File: config.mk
export PLATFORM = sky130hd
export DESIGN_NAME = phy_crossover_address_led_ctrl
export DESIGN_NICKNAME = d
export VERILOG_FILES = /design/src/logic/sync3.v /design/src/logic/lfsr16.v /design/src/logic/phy_crossover_address_led_ctrl.v
export VERILOG_INCLUDE_DIRS = /design/src /design/src/logic
export SDC_FILE = /design/constraint.sdc
export NUM_CORES = 1
export LEC_CHECK = 0
export BUFFER_PORTS_ARGS = -buffer_cell sky130_fd_sc_hd__buf_2
export CAP_MARGIN = 5
export CELL_PAD_IN_SITES_DETAIL_PLACEMENT = 1
export CELL_PAD_IN_SITES_GLOBAL_PLACEMENT = 2
export CORE_AREA = 3 3 170 172
export CTS_BUF_LIST = sky130_fd_sc_hd__clkbuf_2
export CTS_CLUSTER_SIZE = 16
export DETAILED_ROUTE_END_ITERATION = 7
export DIE_AREA = 0 0 173 175
export PLACE_DENSITY = 0.82
export SLEW_MARGIN = 0
export SYNTH_ARGS = -nofsm -noshare
export SYNTH_HDL_FRONTEND = slang
export SYNTH_SLANG_ARGS = --single-unit
File: constraint.sdc
create_clock -name core_clk -period 2.75 [get_ports core_clk]
set_input_delay 0.275 -clock core_clk [delete_from_list [all_inputs] [get_ports core_clk]]
set_output_delay 0.275 -clock core_clk [all_outputs]
set_load 0.02 [all_outputs]
File: src/logic/phy_xover_defs.vh
// Constants for the crossover, address, isolate and LED indication block
// What this block does
// - Reset enables automatic crossover; software changes it via control bits 15:14.
// - Force-crossover bit swaps pairs even with negotiation and auto crossover off.
// - Automatic crossover toggles pair assignment on a pseudo-random schedule from a fixed-seed LFSR.
// - Forced-mode crossover keeps switching at random intervals while no activity.
// - Valid link activity freezes the crossover setting.
// - Forced-mode crossover is off after reset; enabled by PCS config bit 15.
// - Force-crossover bit wins even with forced-mode crossover enabled.
// - Reset captures five address straps into control bits 4:0.
// - Strapped address zero isolates; written address zero does not.
// - Undriven straps resolve to address one.
// - Writing one to basic mode control bit 10 isolates the MII.
// - Isolated: ignore transmit inputs, float MII receive and clock outputs.
// - Isolated: management reads and writes are still served.
// - Isolated: no packet data on media, idles or link pulses continue.
// - Broadcast enable bit accepts writes to address 0x1F.
// - LED mode is control bits 6:5; upper bit only by register write.
// - LED modes map link, activity, collision and duplex onto LEDs.
// - Blink rate for modes 0 and 2 comes from LED control bits 7:6.
// - LED control bit 8 selects receive-only activity.
// - Speed LED high at 100 Mb/s, low at 10, every mode.
// - 10 Mb/s link after seven normal link pulses or one valid packet.
`ifndef PHY_XOVER_DEFS_VH
`define PHY_XOVER_DEFS_VH
`define REG_BASIC_MODE 5'h00
`define REG_PCS_CFG 5'h16
`define REG_LED_CTRL 5'h18
`define REG_PHY_CTRL 5'h19
`define REG_PHY_CTRL2 5'h1C
`define ADDR_BROADCAST 5'h1F
`define ADDR_ZERO 5'h00
`define STRAP_DEFAULT 5'h01
`define BIT_AUTO_XOVER 15
`define BIT_FORCE_XOVER 14
`define BIT_FORCED_AUTO 15
`define BIT_ISOLATE 10
`define BIT_BCAST 11
`define BIT_ACT_RX 8
`define LED_MODE_HI 6
`define LED_MODE_LO 5
`define BLINK_HI 7
`define BLINK_LO 6
`define ADDR_HI 4
`define PHY_CTRL_RESET 16'h8021
`define ZERO16 16'h0000
`define LFSR_SEED 16'hACE1
`define LFSR_TAPS 16'hB400
`define NLP_NEEDED 3'h7
`define STRAP_SETTLE 3'h5
`define XOVER_MIN_MS 16'd1
`define CLK_PER_MS 17'd125000
`define BLINK_BASE 22'h0F4240
`endif

File: src/logic/sync3.v
// Three-stage input synchroniser with agreement check
`timescale 1ns/1ps
module sync3 (
	input wire core_clk,
	input wire rst_n,
	input wire d,
	output reg q
);
	reg s1_q;
	reg s2_q;
	reg s3_q;
	// Level accepted once second and third stages agree
	always @(posedge core_clk or negedge rst_n) begin
		if (!rst_n) begin
			s1_q <= 1'b0;
			s2_q <= 1'b0;
			s3_q <= 1'b0;
			q <= 1'b0;
		end else begin
			s1_q <= d;
			s2_q <= s1_q;
			s3_q <= s2_q;
			if (s2_q == s3_q)
				q <= s3_q;
		end
	end
endmodule // sync3

File: src/logic/lfsr16.v
// Free-running 16-bit Galois LFSR for random crossover timing
`timescale 1ns/1ps
`include "phy_xover_defs.vh"
module lfsr16 (
	input wire core_clk,
	input wire rst_n,
	output reg [15:0] value
);
	// Shift with taps every clock
	always @(posedge core_clk or negedge rst_n) begin
		if (!rst_n)
			value <= `LFSR_SEED;
		else if (value[0])
			value <= (value >> 1) ^ `LFSR_TAPS;
		else
			value <= value >> 1;
	end
endmodule // lfsr16

File: src/logic/phy_crossover_address_led_ctrl.v
// Crossover control, address strap, isolate, broadcast and LED indication
`timescale 1ns/1ps
`include "phy_xover_defs.vh"
module phy_crossover_address_led_ctrl (
	input wire core_clk,
	input wire rst_n,
	input wire mgmt_wr,
	input wire mgmt_rd,
	input wire [4:0] mgmt_phy_addr,
	input wire [4:0] mgmt_reg_addr,
	input wire [15:0] mgmt_wdata,
	output reg [15:0] mgmt_rdata,
	output wire mgmt_hit,
	input wire [4:0] strap_station_address,
	input wire [4:0] strap_driven,
	input wire strap_led_mode_lo,
	input wire an_enabled,
	input wire nlp_pulse,
	input wire flp_seen,
	input wire signal_100_seen,
	input wire valid_10_packet,
	input wire link_lost,
	input wire speed_100,
	input wire full_duplex,
	input wire tx_active,
	input wire rx_active,
	input wire collision,
	input wire [3:0] txd_in,
	input wire tx_en_in,
	output wire [3:0] txd_core,
	output wire tx_en_core,
	output wire mii_out_en,
	output wire media_data_en,
	output reg crossed,
	output reg link_up,
	output reg link_indicator,
	output reg speed_indicator,
	output reg activity_indicator
);
	parameter XOVER_MS = `XOVER_MIN_MS;
	parameter BLINK_BASE = `BLINK_BASE;

	reg [15:0] basic_mode_q;
	reg [15:0] pcs_cfg_q;
	reg [15:0] led_ctrl_q;
	reg [15:0] phy_ctrl_q;
	reg [15:0] phy_ctrl2_q;
	reg strap_iso_q;
	reg strap_done_q;
	reg [2:0] strap_wait_q;
	reg [2:0] nlp_cnt_q;
	reg link10_q;
	reg [16:0] tick_cnt_q;
	reg [15:0] hold_q;
	reg [21:0] blink_cnt_q;
	reg blink_q;
	wire [15:0] rnd;
	wire nlp_s;
	wire [4:0] strap_addr;
	wire [4:0] addr_resolved;
	wire own_addr;
	wire bcast_ok;
	wire wr_hit;
	wire activity;
	wire valid_activity;
	wire auto_on;
	wire forced_auto_on;
	wire isolated;
	wire [1:0] led_mode;
	wire [21:0] blink_limit;
	wire [31:0] blink_shift;

	// Strap and pulse inputs come from pins
	genvar gi;
	generate
		for (gi = 0; gi < 5; gi = gi + 1) begin : g_strap
			sync3 u_s (
				.core_clk(core_clk),
				.rst_n(rst_n),
				.d(strap_station_address[gi]),
				.q(strap_addr[gi])
			);
		end
	endgenerate
	sync3 u_nlp (
		.core_clk(core_clk),
		.rst_n(rst_n),
		.d(nlp_pulse),
		.q(nlp_s)
	);
	lfsr16 u_rnd (
		.core_clk(core_clk),
		.rst_n(rst_n),
		.value(rnd)
	);

	// Undriven straps fall to pull values, giving address one
	assign addr_resolved = (strap_addr & strap_driven) |
		(`STRAP_DEFAULT & ~strap_driven);

	// Address decode: own address, or broadcast for writes only
	assign own_addr = (mgmt_phy_addr == phy_ctrl_q[`ADDR_HI:0]);
	assign bcast_ok = phy_ctrl2_q[`BIT_BCAST] &&
		(mgmt_phy_addr == `ADDR_BROADCAST);
	assign wr_hit = mgmt_wr && (own_addr || bcast_ok);
	assign mgmt_hit = (mgmt_rd && own_addr) || wr_hit;

	// Register file; straps are captured once the synchronisers settle,
	// since their flops start at zero and would read as address zero
	always @(posedge core_clk or negedge rst_n) begin
		if (!rst_n) begin
			strap_wait_q <= 3'h0;
			basic_mode_q <= `ZERO16;
			pcs_cfg_q <= `ZERO16;
			led_ctrl_q <= `ZERO16;
			phy_ctrl_q <= `PHY_CTRL_RESET;
			phy_ctrl2_q <= `ZERO16;
			strap_iso_q <= 1'b0;
			strap_done_q <= 1'b0;
		end else begin
			if (!strap_done_q) begin
				if (strap_wait_q != `STRAP_SETTLE) begin
					strap_wait_q <= strap_wait_q + 3'h1;
				end else begin
					strap_done_q <= 1'b1;
					phy_ctrl_q[`ADDR_HI:0] <= addr_resolved;
					phy_ctrl_q[`LED_MODE_LO] <= strap_led_mode_lo;
					phy_ctrl_q[`LED_MODE_HI] <= 1'b0;
					strap_iso_q <= (addr_resolved == `ADDR_ZERO);
				end
			end else if (wr_hit) begin
				case (mgmt_reg_addr)
				`REG_BASIC_MODE: begin
					basic_mode_q <= mgmt_wdata;
					if (!mgmt_wdata[`BIT_ISOLATE])
						strap_iso_q <= 1'b0;
				end
				`REG_PCS_CFG: pcs_cfg_q <= mgmt_wdata;
				`REG_LED_CTRL: led_ctrl_q <= mgmt_wdata;
				`REG_PHY_CTRL: phy_ctrl_q <= mgmt_wdata;
				`REG_PHY_CTRL2: phy_ctrl2_q <= mgmt_wdata;
				default: ;
				endcase
			end
		end
	end

	// Read data, served even while isolated
	always @(posedge core_clk or negedge rst_n) begin
		if (!rst_n)
			mgmt_rdata <= `ZERO16;
		else if (mgmt_rd && own_addr) begin
			case (mgmt_reg_addr)
			`REG_BASIC_MODE: mgmt_rdata <= basic_mode_q |
				{5'h00, strap_iso_q, 10'h000};
			`REG_PCS_CFG: mgmt_rdata <= pcs_cfg_q;
			`REG_LED_CTRL: mgmt_rdata <= led_ctrl_q;
			`REG_PHY_CTRL: mgmt_rdata <= phy_ctrl_q;
			`REG_PHY_CTRL2: mgmt_rdata <= phy_ctrl2_q;
			default: mgmt_rdata <= `ZERO16;
			endcase
		end
	end

	// Isolation from strap zero or basic mode bit 10
	assign isolated = strap_iso_q || basic_mode_q[`BIT_ISOLATE];
	assign mii_out_en = !isolated;
	assign txd_core = isolated ? 4'h0 : txd_in;
	assign tx_en_core = isolated ? 1'b0 : tx_en_in;
	assign media_data_en = !isolated;

	// 10 Mb/s link: seven normal link pulses or one valid packet
	reg nlp_prev_q;
	always @(posedge core_clk or negedge rst_n) begin
		if (!rst_n) begin
			nlp_prev_q <= 1'b0;
			nlp_cnt_q <= 3'h0;
			link10_q <= 1'b0;
		end else begin
			nlp_prev_q <= nlp_s;
			if (link_lost) begin
				nlp_cnt_q <= 3'h0;
				link10_q <= 1'b0;
			end else if (valid_10_packet) begin
				link10_q <= 1'b1;
			end else if (nlp_s && !nlp_prev_q) begin
				if (nlp_cnt_q == `NLP_NEEDED - 3'h1)
					link10_q <= 1'b1;
				else
					nlp_cnt_q <= nlp_cnt_q + 3'h1;
			end
		end
	end
	always @(posedge core_clk or negedge rst_n) begin
		if (!rst_n)
			link_up <= 1'b0;
		else
			link_up <= speed_100 ? (signal_100_seen && !link_lost) : link10_q;
	end

	// Crossover selection
	assign auto_on = phy_ctrl_q[`BIT_AUTO_XOVER] && an_enabled;
	assign forced_auto_on = pcs_cfg_q[`BIT_FORCED_AUTO] && !auto_on;
	assign valid_activity = flp_seen || nlp_s || signal_100_seen;

	// Random hold time between swaps while no activity is seen
	always @(posedge core_clk or negedge rst_n) begin
		if (!rst_n) begin
			crossed <= 1'b0;
			tick_cnt_q <= 17'h00000;
			hold_q <= 16'h0000;
		end else if (phy_ctrl_q[`BIT_FORCE_XOVER]) begin
			crossed <= 1'b1;
			hold_q <= 16'h0000;
		end else if (!(auto_on || forced_auto_on)) begin
			crossed <= 1'b0;
		end else if (valid_activity || link_up) begin
			tick_cnt_q <= 17'h00000;
		end else if (tick_cnt_q != `CLK_PER_MS - 17'h1) begin
			tick_cnt_q <= tick_cnt_q + 17'h1;
		end else begin
			tick_cnt_q <= 17'h00000;
			if (hold_q == 16'h0000) begin
				crossed <= rnd[0] ? !crossed : crossed;
				hold_q <= XOVER_MS[15:0] + {12'h000, rnd[4:1]};
			end else
				hold_q <= hold_q - 16'h1;
		end
	end

	// Blink timebase selected by rate field
	assign blink_shift = BLINK_BASE >>
		led_ctrl_q[`BLINK_HI:`BLINK_LO];
	assign blink_limit = blink_shift[21:0];
	always @(posedge core_clk or negedge rst_n) begin
		if (!rst_n) begin
			blink_cnt_q <= 22'h000000;
			blink_q <= 1'b0;
		end else if (blink_cnt_q >= blink_limit) begin
			blink_cnt_q <= 22'h000000;
			blink_q <= !blink_q;
		end else
			blink_cnt_q <= blink_cnt_q + 22'h000001;
	end

	// Activity source and LED multiplexing
	assign activity = rx_active ||
		(tx_active && !led_ctrl_q[`BIT_ACT_RX]);
	assign led_mode = phy_ctrl_q[`LED_MODE_HI:`LED_MODE_LO];
	always @(posedge core_clk or negedge rst_n) begin
		if (!rst_n) begin
			link_indicator <= 1'b0;
			speed_indicator <= 1'b0;
			activity_indicator <= 1'b0;
		end else begin
			speed_indicator <= speed_100;
			if (led_mode[0]) begin
				link_indicator <= link_up;
				activity_indicator <= activity;
			end else begin
				link_indicator <= link_up &&
					!(activity && blink_q);
				activity_indicator <= led_mode[1] ? full_duplex :
					(collision && !full_duplex);
			end
		end
	end
endmodule // phy_crossover_address_led_ctrl

==> results.md, run 1 <==
* CP max-delay cell: dlygate4sd3_1
* Chip Width at 173 µm
* Die H at approximately 180 µm
* PwrDens at 497 nW/µm²
* Number of H-tree levels at 2
* Post-route setup slack at 0.164 ns
* Total gr overflow at 0
* # IOs at 86
* Pleak at roughly 0.0055 µW
* Worst path cell trace: dlygate4sd3_1, buf_2, or4_1, or2_2, dlygate4sd3_1, o311ai_1, o21ai_0, dlygate4sd3_1
* Final GP Congestion at 0.815
* Routed Antenna Nets at 0
* Initial Utilization at 34.8%
* Input/output buffers at 85
* Maximum vdd drop at 0.296 mV
* Min Tclk post-route at 2.59 ns
* Min-Delay Path Depth at 5
* CTS tree: built
* Clock Latency Late Sink at 0.88 ns
* # DRC at 0
* Setup WS pre-CTS at around 0.12 ns
* Crit path required time at about 3.5 ns
* Yosys reg bits at 207
* Vias in the first global route at ~8200
* Most Frequent Cell on Critical Path: dlygate4sd3_1
* Synthesized Nets at just over 900
* Final core area utilization at ~43%
* Fraction of registers with async set/reset at 100%
* Pins Over Slew Limit at 0
* Critical path endpoint category: flop
* Setup TNS at 0 ns
* Syn. warnings at 0
* R2R depth at 10
* Area leader, netlist: dfrtp_1
* Layout cells sized above 1 at a little under a third
* DR WL/cell at between 15 and 20 µm
* Post-DP HPWL at 18100 µm
* Clock Path Buffers at 3
* Slew margin rel. at 42.7%
* Post-Synthesis Cells at 830
* Commonest cells after routing, fill and taps aside: 194 x dfrtp_1, 83 x buf_2, 80 x mux2_2
* Area growth from synthesis to layout at 22.4%
* Yosys cell types at 66
* Synth area leaders: dfrtp_1 51%, mux2_2 9.4%, ha_1 4.0%, dfstp_2 3.0%, xor2_1 2.5%
* Final setup viols at 0
* Post-synthesis sequential area ratio at 54.0%
* Pre-antenna DRT Iters at 6
* Initial antenna violation count at 1
* # rows at 61
* Sink Count at 207
* Num CTS Buffers at between 50 and 60
* CP arrival at roughly 3.4 ns
* Clk slew on worst S/H paths at around 0.11 ns
* Tcrit/Tclk final at a little over nine tenths
* Global-route wire length before repair at between 40000 and 50000 µm
* Number of synthesized flops with an enable pin at 0
* CTS Root Cell: clkbuf_2
* Synth top area share at around half
* Clock skew at 0.111 ns
* Hold Vio Cnt, Final at 0
* Worst Hold Class: primary input to flop
* Final nets at 1119
* Core area at roughly 28000 µm²
* Largest net degree at the start of global routing at 50
* Vias per cell at 5.18
* Post-Route WL at about 26000 µm
* Critical path class: primary input to flop
* Syn Area/Cell at 11.6 µm²
* Worst path max stage delay at around 0.59 ns
* Vias post-DR at between 7000 and 8000
* Max-capacitance violation count at 0
* Outcome: finished clean
* Die area at 30300 µm²
* Fmax at 0.387 GHz
* Crit Path Max Fanout at 4
* Slew @ Worst Pin at between 0.8 and 0.9 ns
* Most common cell after layout, fill and taps aside: dfrtp_1
* Top_reg_cell synth: dfrtp_1
* Total track usage at between 10% and 20%
* CP startpoint kind: primary input
* Netlist Area Pre-Place at 9630 µm²
* Initial DRC count at ~330
==> registers in the layout (all words and copies together), names as in the netlist, 3 cells and up <==
| signal | count |
|---|---|
| basic_mode_q | 16 |
| blink_cnt_q | 22 |
| g_strap.u_s.q | 5 |
| g_strap.u_s.s1_q | 5 |
| g_strap.u_s.s2_q | 5 |
| g_strap.u_s.s3_q | 5 |
| hold_q | 16 |
| led_ctrl_q | 16 |
| mgmt_rdata | 16 |
| nlp_cnt_q | 3 |
| pcs_cfg_q | 16 |
| phy_ctrl2_q | 16 |
| phy_ctrl_q | 16 |
| strap_wait_q | 3 |
| tick_cnt_q | 17 |
| u_rnd.value | 16 |
==> metal layers <==
layer | up-vias | global-route usage [%] | share of wire, %
li1 | 3487 | - | -
met1 | 3774 | 24.3 | 48
met2 | 169 | 28.2 | 46
met3 | 45 | 3.02 | 3.9
met4 | 0 | 5.68 | 2.3
met5 | - | 0 | 0
==> worst max-delay path: cells and delay by family <==
| family | cells | cell delay, ns |
|---|---|---|
| simple gates | 2 | 0.83 |
| buf+inv | 4 | 1.83 |
| compound gates | 2 | 0.41 |
==> cell usage after synthesis (all sizes together) (7+ instances only) <==
cell    count
a22o       21
a22oi      17
nor3       33
and3        7
a21oi      37
o21ai      24
nor2       41
or2         8
mux2       80
xor2       28
nand4      19
nand3      28
a222oi     15
nand2      55
clkbuf     19
ha         31
and2        7
nor4        9
buf        12
dfrtp     196
or3        10
xnor2      13
or4         7
inv        25
dfstp      11
==> repair_timing <==
action | in CTS | in global routing
hold buffers | 53 | 0
resized for setup | 2 | 15
hold endpoints to repair | 294 | 0
setup buffers | 0 | 2
setup endpoints to repair | 1 | 23
pin swaps | 0 | 5
==> logic make-up after synthesis <==
family | count (synthesis) | share of synthesized area, %
buf+inv | 56 | 2.42
other cells | 1 | 0.0390
compound gates | 149 | 11.0
fa+ha+maj | 37 | 4.65
flops | 207 | 54.0
xor+xnor | 41 | 3.73
simple gates | 257 | 14.6
mux | 82 | 9.57
==> through the flow <==
| stage | total power (µW) | hold slack, ns | std cells | instance area, µm² |
|---|---|---|---|---|
| global route | 6210 | 0.00385 | 1443 | 11800 |
| detailed placement | 3780 | 0.325 | 1297 | 10700 |
| floorplan | 3520 | -0.0206 | 830 | 9630 |
| CTS | 5960 | 0.00615 | 1440 | 11700 |
| finish | 5850 | 0.105 | 1443 | 11800 |
| global placement | 3770 | 0.332 | 1297 | 10700 |
==> area by class of cell <==
| cell class | count | area (µm²) |
|---|---|---|
| Clock buffer | 78 | 390 |
| Antenna cell | 1 | 2.50 |
| Clock inverter | 12 | 61.3 |
| Multi-Input combinational cell | 567 | 4260 |
| Fill cell | 3120 | 15800 |
| Tap cell | 378 | 473 |
| Timing Repair Buffer | 175 | 1310 |
| Sequential cell | 207 | 5200 |
| Inverter | 25 | 93.8 |
==> final timing paths <==
check / start / slack [ns] / to
worst min-delay path: mgmt_reg_addr[0] / 0.11 / led_ctrl_q[6]
max in group asynchronous: rst_n / 1.56 / led_ctrl_q[7]
worst max-delay path: mgmt_reg_addr[4] / 0.16 / strap_iso_q
worst min register to register: g_strap[2].u_s.s1_q / 0.34 / g_strap[2].u_s.s2_q
min in group asynchronous: rst_n / 0.47 / led_ctrl_q[14]
worst max register to register: led_ctrl_q[6] / 0.19 / blink_cnt_q[5]
==> power by group <==
group / total [µW] / internal, µW / switching (µW)
sequential: 3220 / 3140 / 84.0
clock: 2060 / 766 / 1290
combinational: 570 / 249 / 322
Note: power is estimated with default switching activity, not from simulation.
==> inputs of run 2 (changes only) <==
--- a/config.mk
+++ b/config.mk
@@ -6,9 +6,10 @@
 export SDC_FILE = /design/constraint.sdc
 export NUM_CORES = 1
 export LEC_CHECK = 0
+export ABC_CLOCK_PERIOD_IN_PS = 2750
 export BUFFER_PORTS_ARGS = -buffer_cell sky130_fd_sc_hd__buf_2
 export CAP_MARGIN = 5
-export CELL_PAD_IN_SITES_DETAIL_PLACEMENT = 1
+export CELL_PAD_IN_SITES_DETAIL_PLACEMENT = 2
 export CELL_PAD_IN_SITES_GLOBAL_PLACEMENT = 2
 export CORE_AREA = 3 3 170 172
 export CTS_BUF_LIST = sky130_fd_sc_hd__clkbuf_2
@@ -20,3 +21,4 @@
 export SYNTH_ARGS = -nofsm -noshare
 export SYNTH_HDL_FRONTEND = slang
 export SYNTH_SLANG_ARGS = --single-unit
+export TNS_END_PERCENT = 1
==> results.md, run 2 (synthesis gave the netlist of run 1 again) <==
* Core area at 27600 µm² (unchanged)
* Area growth from synthesis to layout at 23.6%
* DR WL/cell at 25.1 µm (+37%)
* Largest net degree at the start of global routing at 48 (-4.0%)
* Pins Over Slew Limit at 0 (unchanged)
* CTS Root Cell: clkbuf_2
* Min Tclk post-route at 2.69 ns (+0.106 ns)
* Worst Hold Class: primary input to flop
* PwrDens at 538 nW/µm² (+8.3%)
* Hold Startpoint: nlp_pulse
* Input/output buffers at 85 (unchanged)
* Clock Latency Late Sink at 0.90 ns (+0.02 ns)
* Clock Power Share at 39.8% (+4.6 points)
* M1 WL at 15000 µm (+19%)
* CTS tree: built
* Layout cells sized above 1 at 32.3% (+1.0 points)
* CP startpoint kind: flop
* Slew @ Worst Pin at 0.920 ns (+0.0599 ns)
* Sw Share at 30.2% (+1.2 points)
* Crit path required time at 3.51 ns (about the same)
* Vias post-DR at 7998 (+7.0%)
* Fmax at 0.372 GHz (-3.9%)
* Pleak at 0.00559 µW (+1.3%)
* Final nets at 1119 (unchanged)
* Filler instances at 2884 (-7.6%)
* Met3 wire len at 1580 µm (+56%)
* R2r setup slk at 0.06 ns (-0.13 ns)
* Footprint of the multi-input gates at 4280 µm² (+0.56%)
* Hold Vio Cnt, Final at 0 (unchanged)
* Post-Route WL at 36400 µm (+38%)
* Clock skew at 0.0765 ns (-0.0346 ns)
* Flop pwr share at 50.6% (-4.4 points)
* Clock Path Buffers at 3 (unchanged)
* Metal2 WL at 18300 µm (+50%)
* Internal at 4470 µW (+7.6%)
* Switch Pwr at 1930 µW (+14%)
* Number of H-tree levels at 2 (unchanged)
* Vias per cell at 5.50 (+6.3%)
* Initial antenna violation count at 1 (unchanged)
* # DRC at 0 (unchanged)
* # IOs at 86 (unchanged)
* Outcome: finished clean
* Max reg flops at 22 (unchanged)
* FF+latch area at 5200 µm² (unchanged)
* Critical path endpoint category: flop
* Sink Count at 207 (unchanged)
* Initial Utilization at 34.8% (unchanged)
* Pre-antenna DRT Iters at 6 (unchanged)
* Chip Width at 173 µm (unchanged)
* Vias in the first global route at 9295 (+14%)
* Top Registers: blink_cnt_q: 22 flops, tick_cnt_q: 17 flops
* Critical path class: flop to flop
* Crit Path Max Fanout at 21 (+17)
* R2r startpoint: led_ctrl_q[7]
* R2R depth at 10 (unchanged)
* Post-DP HPWL at 21000 µm (+16%)
* # rows at 61 (unchanged)
* RR Endpoint: blink_cnt_q[12]
* Max-capacitance violation count at 0 (unchanged)
* Final setup viols at 0 (unchanged)
* Top Metal Used: met4
* Initial DRC count at 435 (+31%)
* RSZ-0062 raised after global routing: yes
* Num CTS Buffers at 55 (unchanged)
* Tcrit/Tclk final at 97.9% (+3.8 points)
* Global-route wire length before repair at 57200 µm (+31%)
* Largest reg by FF count: blink_cnt_q
* Most common cell after layout, fill and taps aside: dfrtp_1
* Hold slack at 0.0826 ns (-0.0224 ns)
* CP arrival at 3.45 ns (+0.10 ns)
* Hold EP: u_nlp.s1_q
* Die area at 30300 µm² (unchanged)
* Maximum vdd drop at 0.364 mV (+23%)
* Slew margin rel. at 38.7% (-4.0 points)
* Min-Delay Path Depth at 2 (-3)
* Commonest cells after routing, fill and taps aside: 194 x dfrtp_1, 83 x buf_2, 82 x clkbuf_2
* Total track usage at 24.2% (+6.6 points)
* Final GP Congestion at 0.815 (unchanged)
* Routed Antenna Nets at 0 (unchanged)
* Total gr overflow at 0 (unchanged)
* Final core area utilization at 43.1% (+0.42 points)
* Clk slew on worst S/H paths at 0.13 ns (+0.02 ns)
* Die H at 175 µm (unchanged)
* Power share of the combinational group at 9.6% (about the same)
==> run 2: cell count changes in the layout (fill, tap and decap cells not counted), moves of 2 or more <==
cell           change
buf_4              +5
clkbuf_2           +4
clkinv_1           +4
dlygate4sd3_1      -4
nor3_1             -4
nor3_2             +4
bufinv_16          +3
inv_6              -2
==> run 2: what timing repair did <==
action	CTS	global route
setup endpoints to repair	22	25
hold buffers	49	0
pin swaps	0	2
gates resized for setup	4	16
hold endpoints to repair	280	0
setup buffers	0	6
==> run 2: metrics by stage <==
| stage | TNS, ns | area, µm² | instances | setup WS (ns) | power, µW |
|---|---|---|---|---|---|
| 6_report | 0 | 11900 | 1453 | 0.0584 | 6400 |
| 5_1_grt | -0.0927 | 11900 | 1453 | -0.0275 | 6740 |
| 4_1_cts | 0 | 11800 | 1446 | 0.0140 | 6370 |
| 3_5_place_dp | -0.0907 | 10700 | 1297 | -0.0197 | 3800 |
| 3_3_place_gp | 0 | 10700 | 1297 | 0.255 | 3770 |
| 2_1_floorplan | 0 | 9630 | 830 | 0.407 | 3520 |
==> run 2: power by group through the flow <==
stage	registers [µW]	logic [µW]	clock network, µW
2_1_floorplan	3260	265	0
3_3_place_gp	3280	489	0
3_5_place_dp	3280	517	0
4_1_cts	3230	588	2560
5_1_grt	3250	675	2810
6_report	3240	618	2550
==> run 2: area by class of cell <==
type / count / area share [%]
timing repair buffer: 175 / 10.8
antenna: 1 / 0.0210
clock buffer: 82 / 3.45
clock inverter: 18 / 1.29
sequential: 207 / 43.7
tap: 378 / 3.98
multi-input combinational: 567 / 36.0
inverter: 25 / 0.789
==> run 2: worst max-delay path by stage <==
stage / slack [ns] / end / startpoint / cells past startpoint
final: 0.06 / blink_cnt_q[12] / led_ctrl_q[7] / 10
after global routing: -0.03 / blink_q / led_ctrl_q[7] / 10
after CTS: 0.01 / blink_cnt_q[5] / led_ctrl_q[6] / 10
after detailed placement: -0.02 / blink_cnt_q[5] / led_ctrl_q[7] / 10
after global placement: 0.26 / blink_cnt_q[1] / led_ctrl_q[6] / 10
after floorplan: 0.41 / blink_cnt_q[10] / led_ctrl_q[7] / 10
==> run 2: worst max-delay path, cell delays in order, from the launching register on <==
cell     delay [ns]
dfrtp_2        0.46
inv_1          0.15
ha_1           0.20
inv_1          0.07
ha_1           0.31
and3_1         0.24
a221o_1        0.39
a41oi_2        0.21
o21ai_1        0.13
buf_6          0.20
nor3_1         0.24
==> run 2: metal layers <==
| layer | vias up | global-route usage, % |
|---|---|---|
| met5 | - | 0 |
| met4 | 0 | 10.8 |
| met3 | 94 | 4.63 |
| met2 | 258 | 41.7 |
| met1 | 4160 | 29.4 |
| li1 | 3486 | - |
